### config.mk
export PLATFORM = sky130hd
export DESIGN_NAME = cswp_port
export DESIGN_NICKNAME = d
export VERILOG_FILES = /design/src/design/cswp_pkg.sv /design/src/design/cswp_port.sv
export SDC_FILE = /design/constraint.sdc
export NUM_CORES = 1
export LEC_CHECK = 0
export BUFFER_PORTS_ARGS = -buffer_cell sky130_fd_sc_hd__buf_2
export CAP_MARGIN = 10
export CORE_MARGIN = 3
export CORE_UTILIZATION = 32
export DETAILED_ROUTE_END_ITERATION = 8
export HOLD_SLACK_MARGIN = 0.03
export PLACE_DENSITY_LB_ADDON = 0.25
export SYNTH_ARGS = -nofsm -noshare
export SYNTH_HDL_FRONTEND = slang
export SYNTH_HIERARCHICAL = 1
export SYNTH_SLANG_ARGS = --single-unit
### constraint.sdc
create_clock -name clk_sys -period 5.17 [get_ports clk_sys]
set_clock_uncertainty 0.05 [all_clocks]
set_input_delay 0.2585 -clock clk_sys [delete_from_list [all_inputs] [get_ports clk_sys]]
set_output_delay 0.2585 -clock clk_sys [all_outputs]
set_load 0.02 [all_outputs]
### src/design/cswp_pkg.sv
// Shared constants and types for the codec serial word port.
package cswp_pkg;
  // Master clock and shift clock timing.
  localparam int CLK_PERIOD_NS = 25;
  localparam int SCLK_HALF_NS = 100;
  localparam int SCLK_HALF_CYC = (SCLK_HALF_NS + CLK_PERIOD_NS - 1) / CLK_PERIOD_NS;
  localparam logic [2:0] PH_FALL = 3'(SCLK_HALF_CYC);
  localparam logic [2:0] PH_LAST = 3'(2 * SCLK_HALF_CYC - 1);
  localparam logic [2:0] PH_RISE = 3'h0;
  // Word layout.
  localparam int WORD_BITS = 16;
  localparam int SAMPLE_BITS = 14;
  localparam int FIFO_DEPTH = 16;
  localparam logic [3:0] BIT_FIRST = 4'h0;
  localparam logic [3:0] BIT_ADDR_DONE = 4'h7;
  localparam logic [3:0] BIT_LOW_BYTE = 4'h8;
  localparam logic [3:0] BIT_PRI_CTRL = 4'hE;
  localparam logic [3:0] BIT_LAST = 4'hF;
  localparam int PRI_CTRL_HI_POS = 1;
  localparam int PRI_CTRL_LO_POS = 0;
  localparam int SEC_CTRL_HI_POS = 15;
  localparam int SEC_CTRL_LO_POS = 14;
  localparam int SEC_RW_POS = 13;
  localparam int SEC_ADDR_MSB = 12;
  localparam int SEC_ADDR_LSB = 8;
  localparam int SEC_DATA_MSB = 7;
  // Partial-word positions after eight bits have arrived.
  localparam int HALF_RW_POS = 5;
  localparam int HALF_ADDR_MSB = 4;
  // Register addresses and values after reset.
  localparam logic [4:0] ADDR_NOOP = 5'h00;
  localparam logic [4:0] ADDR_FILTER_DIV = 5'h01;
  localparam logic [4:0] ADDR_RATE_DIV = 5'h02;
  localparam logic [4:0] ADDR_LAST = 5'h08;
  localparam logic [7:0] FILTER_DIV_RESET = 8'h12;
  localparam logic [7:0] RATE_DIV_RESET = 8'h12;
  localparam logic [7:0] DIV_MIN = 8'h01;
  localparam logic [7:0] BYTE_ZERO = 8'h00;
  // Control-bit codes, shared by primary, secondary and hardware inputs.
  localparam logic [1:0] CTRL_NONE = 2'h0;
  localparam logic [1:0] CTRL_LATER = 2'h1;
  localparam logic [1:0] CTRL_EARLIER = 2'h2;
  localparam logic [1:0] CTRL_BOTH = 2'h3;

  typedef enum logic [0:0] {
    PORT_IDLE = 1'b0,
    PORT_SHIFT = 1'b1
  } cswp_state_t;
endpackage : cswp_pkg

### src/design/cswp_port.sv
// Serial word port of the codec: shift engine, frame timing, config registers and DAC FIFO.
//
// How it works
// - Primary input word is a 14-bit DAC sample then two control bits.
// - Primary output word is the 14-bit ADC result with two zero LSBs.
// - Samples are two's complement about mid-scale; MSB one means below.
// - Both primary control bits high schedule a secondary word.
// - Secondary frame starts half a conversion period after the primary, floored.
// - Secondary word: two control bits, read/write, 5-bit address, 8-bit data.
// - Addresses one and two decode as the configuration registers.
// - A secondary word takes effect on the sixteenth falling shift edge; its read/write bit and read-back on the eighth.
// - Secondary codes 01, 10 and 11 decode like primary control bits, except that none of them schedules a secondary word.
// - Hardware control inputs count in secondary only with control bits 11.
// - Reset clears the read/write bit, so the port starts writing.
// - A read returns the register in the low byte, high byte zero.
// - A secondary write shifts out sixteen zeros.
// - A read ignores incoming data bits but still honours phase requests.
// - Address zero touches no register and reads back zero.
// - Filter clock is master clock divided by twice the filter divider.
// - Filter divider resets to eighteen.
// - Conversion rate is filter clock divided by the rate divider.
// - Rate divider resets to eighteen.
// - Secondary codes 01 and 10 shift phase; 00 blocks hardware shifts.
// - A secondary request may come from one source while the other shifts.
`timescale 1ns/1ps

module cswp_fifo
  import cswp_pkg::*;
#(
  parameter int WIDTH = SAMPLE_BITS,
  parameter int DEPTH = FIFO_DEPTH
) (
  // Clock and reset.
  input wire logic clk_sys,
  input wire logic rst_n,
  // Filling side.
  input wire logic inValid,
  output logic inReady,
  input wire logic [WIDTH-1:0] inData,
  // Draining side.
  output logic outValid,
  input wire logic outReady,
  output logic [WIDTH-1:0] outData
);
  localparam int PTR_W = $clog2(DEPTH);
  localparam logic [PTR_W:0] PTR_ONE = (PTR_W + 1)'(1);
  localparam logic [PTR_W:0] PTR_ZERO = '0;

  logic [PTR_W:0] wrPtr;
  logic [PTR_W:0] rdPtr;
  logic [PTR_W:0] next_wrPtr;
  logic [PTR_W:0] next_rdPtr;
  logic [WIDTH-1:0] mem [DEPTH];
  logic push;
  logic pop;

  assign inReady = !((wrPtr[PTR_W] != rdPtr[PTR_W]) &&
                     (wrPtr[PTR_W-1:0] == rdPtr[PTR_W-1:0]));
  assign outValid = (wrPtr != rdPtr);
  assign outData = mem[rdPtr[PTR_W-1:0]];
  assign push = inValid && inReady;
  assign pop = outValid && outReady;

  always_comb begin
    next_wrPtr = push ? wrPtr + PTR_ONE : wrPtr;
    next_rdPtr = pop ? rdPtr + PTR_ONE : rdPtr;
  end

  always_ff @(posedge clk_sys) begin
    if (!rst_n) begin
      wrPtr <= PTR_ZERO;
      rdPtr <= PTR_ZERO;
    end else begin
      wrPtr <= next_wrPtr;
      rdPtr <= next_rdPtr;
    end
  end

  for (genvar i = 0; i < DEPTH; i++) begin : gEntry
    always_ff @(posedge clk_sys) begin
      if (push && (wrPtr[PTR_W-1:0] == PTR_W'(i))) begin
        mem[i] <= inData;
      end
    end
  end
endmodule : cswp_fifo

module cswp_port
  import cswp_pkg::*;
(
  // Clock and reset.
  input wire logic clk_sys,
  input wire logic rst_n,
  // Serial pins toward the host.
  output logic sclkOut,
  output logic frameSyncN,
  input wire logic dataIn,
  output logic dataOut,
  input wire logic hwFunctionCtrlHi,
  input wire logic hwFunctionCtrlLo,
  // Converter side.
  input wire logic [SAMPLE_BITS-1:0] adcResult,
  output logic dacValid,
  input wire logic dacReady,
  output logic [SAMPLE_BITS-1:0] dacSample,
  output logic filterClock,
  output logic convStrobe,
  output logic phaseEarlier,
  output logic phaseLater,
  // Configuration state.
  output logic [7:0] filterClockDivider,
  output logic [7:0] conversionRateDivider,
  output logic readWriteSelect
);
  // Returns {earlier, later, secondary request} from software and hardware codes.
  function automatic logic [2:0] decodeCtrl(input logic [1:0] sw, input logic [1:0] hw,
                                            input logic sec);
    logic [1:0] ph;
    logic req;
    ph = CTRL_NONE;
    req = 1'b0;
    unique case (sw)
      CTRL_NONE: begin
        if (!sec) begin
          ph = (hw == CTRL_BOTH) ? CTRL_NONE : hw;
          req = (hw == CTRL_BOTH);
        end
      end
      CTRL_LATER, CTRL_EARLIER: begin
        ph = sw;
        req = !sec && (hw == CTRL_BOTH);
      end
      CTRL_BOTH: begin
        ph = (hw == CTRL_BOTH) ? CTRL_NONE : hw;
        req = !sec;
      end
    endcase
    return {ph == CTRL_EARLIER, ph == CTRL_LATER, req};
  endfunction : decodeCtrl

  // Pin synchronisers.
  logic dinMeta;
  logic dinSync;
  logic fcHiMeta;
  logic fcHiSync;
  logic fcLoMeta;
  logic fcLoSync;

  always_ff @(posedge clk_sys) begin
    if (!rst_n) begin
      dinMeta <= 1'b0;
      dinSync <= 1'b0;
      fcHiMeta <= 1'b0;
      fcHiSync <= 1'b0;
      fcLoMeta <= 1'b0;
      fcLoSync <= 1'b0;
    end else begin
      dinMeta <= dataIn;
      dinSync <= dinMeta;
      fcHiMeta <= hwFunctionCtrlHi;
      fcHiSync <= fcHiMeta;
      fcLoMeta <= hwFunctionCtrlLo;
      fcLoSync <= fcLoMeta;
    end
  end

  // Port state.
  cswp_state_t state;
  cswp_state_t next_state;
  logic isSecondary;
  logic next_isSecondary;
  logic [3:0] bitCnt;
  logic [3:0] next_bitCnt;
  logic [2:0] phCnt;
  logic [2:0] next_phCnt;
  logic [WORD_BITS-1:0] shiftIn;
  logic [WORD_BITS-1:0] next_shiftIn;
  logic [WORD_BITS-1:0] shiftOut;
  logic [WORD_BITS-1:0] next_shiftOut;
  logic [7:0] halfCnt;
  logic [7:0] next_halfCnt;
  logic [7:0] convCnt;
  logic [7:0] next_convCnt;
  logic priPending;
  logic next_priPending;
  logic secArmed;
  logic next_secArmed;
  logic secPending;
  logic next_secPending;
  logic next_sclkOut;
  logic next_frameSyncN;
  logic next_dataOut;
  logic next_filterClock;
  logic next_convStrobe;
  logic next_phaseEarlier;
  logic next_phaseLater;
  logic [7:0] next_filterClockDivider;
  logic [7:0] next_conversionRateDivider;
  logic next_readWriteSelect;

  // Helpers read by the next-state logic.
  logic [7:0] filterEff;
  logic [7:0] rateEff;
  logic [7:0] secPoint;
  logic fclkTick;
  logic priDue;
  logic secDue;
  logic atFall;
  logic wordDone;
  logic [WORD_BITS-1:0] capWord;
  logic [4:0] halfAddr;
  logic [7:0] readByte;
  logic [2:0] ctrlDec;
  logic fifoInReady;
  logic fifoPush;

  assign filterEff = (filterClockDivider == BYTE_ZERO) ? DIV_MIN : filterClockDivider;
  assign rateEff = (conversionRateDivider == BYTE_ZERO) ? DIV_MIN : conversionRateDivider;
  // An odd rate divider lands half of one less, i.e. half a filter clock early.
  assign secPoint = rateEff[0] ? ((rateEff - DIV_MIN) >> 1) : (rateEff >> 1);
  assign atFall = (state == PORT_SHIFT) && (phCnt == PH_FALL);
  assign wordDone = atFall && (bitCnt == BIT_LAST);
  assign capWord = {shiftIn[WORD_BITS-2:0], dinSync};
  assign halfAddr = capWord[HALF_ADDR_MSB:0];
  assign fifoPush = wordDone && !isSecondary;

  // Read-back byte; the no-op and unimplemented addresses read as zero.
  always_comb begin
    unique case (halfAddr)
      ADDR_FILTER_DIV: readByte = filterClockDivider;
      ADDR_RATE_DIV: readByte = conversionRateDivider;
      default: readByte = BYTE_ZERO;
    endcase
  end

  always_comb begin
    ctrlDec = isSecondary ?
              decodeCtrl(capWord[SEC_CTRL_HI_POS:SEC_CTRL_LO_POS], {fcHiSync, fcLoSync}, 1'b1) :
              decodeCtrl(capWord[PRI_CTRL_HI_POS:PRI_CTRL_LO_POS], {fcHiSync, fcLoSync}, 1'b0);
  end

  // Frame timing: filter clock, conversion count and the secondary slot.
  always_comb begin
    next_filterClock = filterClock;
    next_halfCnt = halfCnt + DIV_MIN;
    fclkTick = 1'b0;
    if (halfCnt >= filterEff - DIV_MIN) begin
      next_halfCnt = BYTE_ZERO;
      next_filterClock = !filterClock;
      fclkTick = !filterClock;
    end
    // A new divider restarts the half-period count, so the half period in progress runs the new divider in full.
    if (next_filterClockDivider != filterClockDivider) begin
      next_halfCnt = BYTE_ZERO;
    end
    next_convCnt = convCnt;
    if (fclkTick) begin
      next_convCnt = (convCnt >= rateEff - DIV_MIN) ? BYTE_ZERO : convCnt + DIV_MIN;
    end
    priDue = fclkTick && (next_convCnt == BYTE_ZERO);
    secDue = fclkTick && (next_convCnt == secPoint);
    next_convStrobe = priDue;
  end

  // Shift engine, pending frames and register updates.
  always_comb begin
    next_state = state;
    next_isSecondary = isSecondary;
    next_bitCnt = bitCnt;
    next_phCnt = phCnt;
    next_shiftIn = shiftIn;
    next_shiftOut = shiftOut;
    next_sclkOut = sclkOut;
    next_frameSyncN = frameSyncN;
    next_dataOut = dataOut;
    next_phaseEarlier = 1'b0;
    next_phaseLater = 1'b0;
    next_filterClockDivider = filterClockDivider;
    next_conversionRateDivider = conversionRateDivider;
    next_readWriteSelect = readWriteSelect;
    next_priPending = priPending;
    next_secPending = secPending;
    next_secArmed = secArmed;
    unique case (state)
      PORT_IDLE: begin
        next_dataOut = 1'b0;
        if (secPending) begin
          next_state = PORT_SHIFT;
          next_isSecondary = 1'b1;
          next_secPending = 1'b0;
          next_shiftOut = '0;
          next_frameSyncN = 1'b0;
          next_bitCnt = BIT_FIRST;
          next_phCnt = PH_RISE;
        end else if (priPending && fifoInReady) begin
          next_state = PORT_SHIFT;
          next_isSecondary = 1'b0;
          next_priPending = 1'b0;
          next_shiftOut = {adcResult, 2'b00};
          next_frameSyncN = 1'b0;
          next_bitCnt = BIT_FIRST;
          next_phCnt = PH_RISE;
        end
      end
      PORT_SHIFT: begin
        next_phCnt = (phCnt == PH_LAST) ? PH_RISE : phCnt + 3'h1;
        if (phCnt == PH_RISE) begin
          next_sclkOut = 1'b1;
          next_dataOut = shiftOut[WORD_BITS-1];
          next_shiftOut = {shiftOut[WORD_BITS-2:0], 1'b0};
        end
        if (phCnt == PH_LAST) begin
          next_bitCnt = bitCnt + 4'h1;
        end
        if (atFall) begin
          next_sclkOut = 1'b0;
          next_shiftIn = capWord;
          if (isSecondary && (bitCnt == BIT_ADDR_DONE)) begin
            next_readWriteSelect = capWord[HALF_RW_POS];
            next_shiftOut[WORD_BITS-1:WORD_BITS-8] =
              capWord[HALF_RW_POS] ? readByte : BYTE_ZERO;
          end
        end
        if (wordDone) begin
          next_state = PORT_IDLE;
          next_frameSyncN = 1'b1;
          next_phaseEarlier = ctrlDec[2];
          next_phaseLater = ctrlDec[1];
          if (isSecondary && !readWriteSelect) begin
            // Data bits of a read are ignored; the phase request above still stands.
            unique case (capWord[SEC_ADDR_MSB:SEC_ADDR_LSB])
              ADDR_FILTER_DIV: next_filterClockDivider = capWord[SEC_DATA_MSB:0];
              ADDR_RATE_DIV: next_conversionRateDivider = capWord[SEC_DATA_MSB:0];
              default: next_filterClockDivider = filterClockDivider;
            endcase
          end
        end
      end
    endcase
    // Arrivals win over the clears made above.
    if (secDue) begin
      next_secPending = next_secPending || secArmed;
      next_secArmed = 1'b0;
    end
    if (wordDone && !isSecondary && ctrlDec[0]) begin
      next_secArmed = 1'b1;
    end
    if (priDue) begin
      next_priPending = 1'b1;
    end
  end

  always_ff @(posedge clk_sys) begin
    if (!rst_n) begin
      state <= PORT_IDLE;
      isSecondary <= 1'b0;
      bitCnt <= BIT_FIRST;
      phCnt <= PH_RISE;
      shiftIn <= '0;
      shiftOut <= '0;
      halfCnt <= BYTE_ZERO;
      convCnt <= BYTE_ZERO;
      priPending <= 1'b0;
      secArmed <= 1'b0;
      secPending <= 1'b0;
      sclkOut <= 1'b0;
      frameSyncN <= 1'b1;
      dataOut <= 1'b0;
      filterClock <= 1'b0;
      convStrobe <= 1'b0;
      phaseEarlier <= 1'b0;
      phaseLater <= 1'b0;
      filterClockDivider <= FILTER_DIV_RESET;
      conversionRateDivider <= RATE_DIV_RESET;
      readWriteSelect <= 1'b0;
    end else begin
      state <= next_state;
      isSecondary <= next_isSecondary;
      bitCnt <= next_bitCnt;
      phCnt <= next_phCnt;
      shiftIn <= next_shiftIn;
      shiftOut <= next_shiftOut;
      halfCnt <= next_halfCnt;
      convCnt <= next_convCnt;
      priPending <= next_priPending;
      secArmed <= next_secArmed;
      secPending <= next_secPending;
      sclkOut <= next_sclkOut;
      frameSyncN <= next_frameSyncN;
      dataOut <= next_dataOut;
      filterClock <= next_filterClock;
      convStrobe <= next_convStrobe;
      phaseEarlier <= next_phaseEarlier;
      phaseLater <= next_phaseLater;
      filterClockDivider <= next_filterClockDivider;
      conversionRateDivider <= next_conversionRateDivider;
      readWriteSelect <= next_readWriteSelect;
    end
  end

  // Received DAC samples wait here; a full FIFO holds back the next primary frame.
  cswp_fifo #(
    .WIDTH(SAMPLE_BITS),
    .DEPTH(FIFO_DEPTH)
  ) uDacFifo (
    .clk_sys(clk_sys),
    .rst_n(rst_n),
    .inValid(fifoPush),
    .inReady(fifoInReady),
    .inData(capWord[WORD_BITS-1:WORD_BITS-SAMPLE_BITS]),
    .outValid(dacValid),
    .outReady(dacReady),
    .outData(dacSample)
  );
endmodule : cswp_port

==> metrics.cfg <==
[worst_setup_path]
worst-setup-path-type=reg -> reg
startpoint_type=flip-flop
cp_slowest_cell=or4_1
reg2reg_to=secArmed
critPathRequiredTime_ns=5.52
crit_path_frequent_cell=ha_1
r2r_slack_ns=0.45
path_cells=inv_1 -> a41oi_1 -> ha_1 -> or3b_4 -> or3_4 -> xor2_1 -> ha_1 -> and2_4 -> a221oi_4 -> nand3_1 -> a21oi_1 -> o311ai_0 -> or4_1 -> a211o_1 -> o31a_1
slowest_delay_ns=0.52
cp.arrival_ns=5.08
end_kind=flip-flop
reg2reg_from=conversionRateDivider[3]
cp_max_fo=8
reg2reg_depth=15

[timing]
setup_violations=0
setup_tns_ns=0
fin_ws_ns=0.447
period_share_pct=91.4
worst_pin_slew_ns=1.02
drv_slew=0
max_freq_mhz=212
hold_violations=0
relSlewSlack_pct=32.2
fin_crit_ns=4.72
rsz0062_at_grt=no

[pwr]
vdd.ir_drop.worst_mv=0.171
power_density_nw_per_um2=341
p_leak_nw=5.68

[synthesis]
synth_compound_area_share_pct=7.73
yosysMostFrequentCell=edfxtp_1
synth_top_family_by_area=multiplexers
yosys_register_bits=326
synth-simple-area-share_pct=9.92
ys_warn_count=6
ys_types=72
syn_nets=1069
synth_commonest_cells=224 x edfxtp_1, 102 x dfxtp_1, 90 x nand2_1
synth_xor_area_share_pct=2.35
synth_top_area_share_pct=46.4
synth_mux_area_share_pct=13.8
syn_avg_cell_area_um2=14.3
yosysTopAreaCell=edfxtp_1
synth_edf_count=224
ys.flop_type=edfxtp_1
synth_area_leaders=edfxtp_1 46%, dfxtp_1 14%, mux4_2 7.1%
ys_seq_area_share_pct=60.4
synthAdderAreaFrac_pct=2.76
async_reset_ff_share_pct=0
netlist_area_um2=14500
netlist_instances=1017

[drt]
viasPerCell=5.12
drc=0
num_vias=8694
antenna_left=0
drt-pass1-iter-count=5
wirelength_mm=34.7
routedWlPerCell_um=20.4
drt_iter0_drc=560

[placed_design]
place_worst_setup_slack_ns=0.459
placed_cell_area_um2=15400
portBuffers=58
finalWeightedCongestion=0.834
place_hpwl_mm=21.8

[global_routing]
antenna_found_initial=0
grt_pass1_vias=8641
grt_max_degree=67
grt_pass1_wl_mm=53.6
gr-total-overflow=0
grt_use_total_pct=14.5

[worst_hold_path]
hp-class=in -> reg
min_to=shiftOut[2]
hp-start=adcResult[0]
hold_depth=3

[cells_and_area]
fillCellCount=4257
syn2layout_area_growth_pct=14.1
seqCellArea_um2=8780
drive_above_1_share_pct=17.4
num_antenna_cells=0
fin_nets=1133
multi_input_area_um2=5300
design_area_um2=16600

[floorplan]
io_pins=59
die-area_um2=47900
die-height_um=219
core_um2=44500
start_util_pct=32.6
die_w_um=219
rows=77

[clocking]
insertion_delay_ns=0.53
cts-root-buf=clkbuf_16
cts_tree=yes
clkSinkCount=326
cts_buffers=35
clockBufferDepth=3
htree_num_levels=2
path_clk_slew_ns=0.06
cts_resized=0

[run]
cap_violations=0

[outcome]
status=finished, final reports clean

layout make-up:
cell class | instances | area share, %
flip-flops and latches | 326 | 53.0
inverters | 25 | 0.567
repair buffers | 86 | 3.08
clock buffers | 39 | 5.38
well taps | 592 | 4.47
clock inverters | 24 | 1.44
multi-input cells | 607 | 32.0
registers in the layout, summed over array words and instances, names as in the netlist, 3 cells and up, named ones only:
| name | cells |
|---|---|
| uDacFifo/rdPtr | 5 |
| shiftIn | 15 |
| phCnt | 3 |
| bitCnt | 4 |
| filterClockDivider | 8 |
| uDacFifo/mem | 224 |
| uDacFifo/wrPtr | 5 |
| shiftOut | 15 |
| conversionRateDivider | 8 |
| convCnt | 8 |
| halfCnt | 8 |
through the flow:
stage | utilization [%] | total power [mW] | hold slack [ns] | instances
4_1_cts | 37.2 | 5.73 | 0.0442 | 1699
6_report | 37.2 | 5.65 | 0.0580 | 1699
2_1_floorplan | - | 3.16 | 0.336 | 1017
3_5_place_dp | 34.6 | 3.23 | 0.407 | 1633
5_1_grt | 37.2 | 5.87 | 0.0862 | 1699
3_3_place_gp | 34.6 | 3.23 | 0.405 | 1633
timing repair:
action / CTS / global route
hold endpoints to repair: 3 / 0
buffers inserted: 0 / 0
hold buffers: 3 / 0
setup endpoints to repair: 0 / 0
power by group:
part / internal, mW / switching (mW)
Clock: 1.45 / 1.03
Sequential: 2.76 / 0.0649
Combinational: 0.193 / 0.148
Total: 4.41 / 1.24
worst max-delay path, delay by kind of cell, from the launching register on:
| family | cells | cell delay (ns) |
|---|---|---|
| buffers and inverters | 1 | 0.17 |
| xor gates and xnor gates | 1 | 0.20 |
| AOI/OAI and AO/OA | 6 | 1.61 |
| DFF | 1 | 0.48 |
| and+or+nand+nor | 5 | 1.57 |
| adders and majority gates | 2 | 0.53 |
cells in the final DEF, fill, tap and decap left out, types with 11 or more instances in the layout:
cell	netlist	layout
edfxtp_1	224	224
dfxtp_1	102	100
nand2_1	90	90
buf_2	8	57
mux4_2	46	46
clkbuf_16	0	35
nor2_1	34	34
mux2i_1	33	33
ha_1	32	32
nand3_1	31	31
and3_1	28	28
nor2b_1	28	28
a21oi_1	27	26
buf_4	3	26
inv_1	25	25
mux4_1	24	24
a21boi_0	22	22
xnor2_1	21	21
o21ai_0	19	19
xor2_1	18	18
a221oi_1	15	15
nand4_1	12	12
nor3_1	11	11
how the worst max path moves through the flow:
stage                                        start  endpoint  slack, ns  depth (start not counted)
after floorplan           conversionRateDivider[4]  secArmed       0.64                         16
after global placement    conversionRateDivider[2]  secArmed       0.52                         15
after detailed placement  conversionRateDivider[2]  secArmed       0.46                         15
after CTS                 conversionRateDivider[3]  secArmed       0.43                         15
after global routing      conversionRateDivider[3]  secArmed       0.05                         15
final                     conversionRateDivider[3]  secArmed       0.45                         15
logic make-up (layout without fill, tap and decap cells):
| family | after synthesis | in the layout |
|---|---|---|
| compound gates | 155 | 155 |
| xor+xnor | 39 | 39 |
| fa+ha+maj | 32 | 32 |
| buf+inv | 84 | 174 |
| flops | 326 | 326 |
| mux | 103 | 103 |
| simple gates | 278 | 278 |
metal layers:
metal | up-vias | part of all wire (%) | GRT usage, %
li1 | 4063 | - | -
met1 | 4410 | 46 | 20.0
met2 | 174 | 48 | 24.0
met3 | 47 | 4.7 | 2.95
met4 | 0 | 1.6 | 3.02
met5 | - | 0 | 0
(Power assumes the default switching activity.)
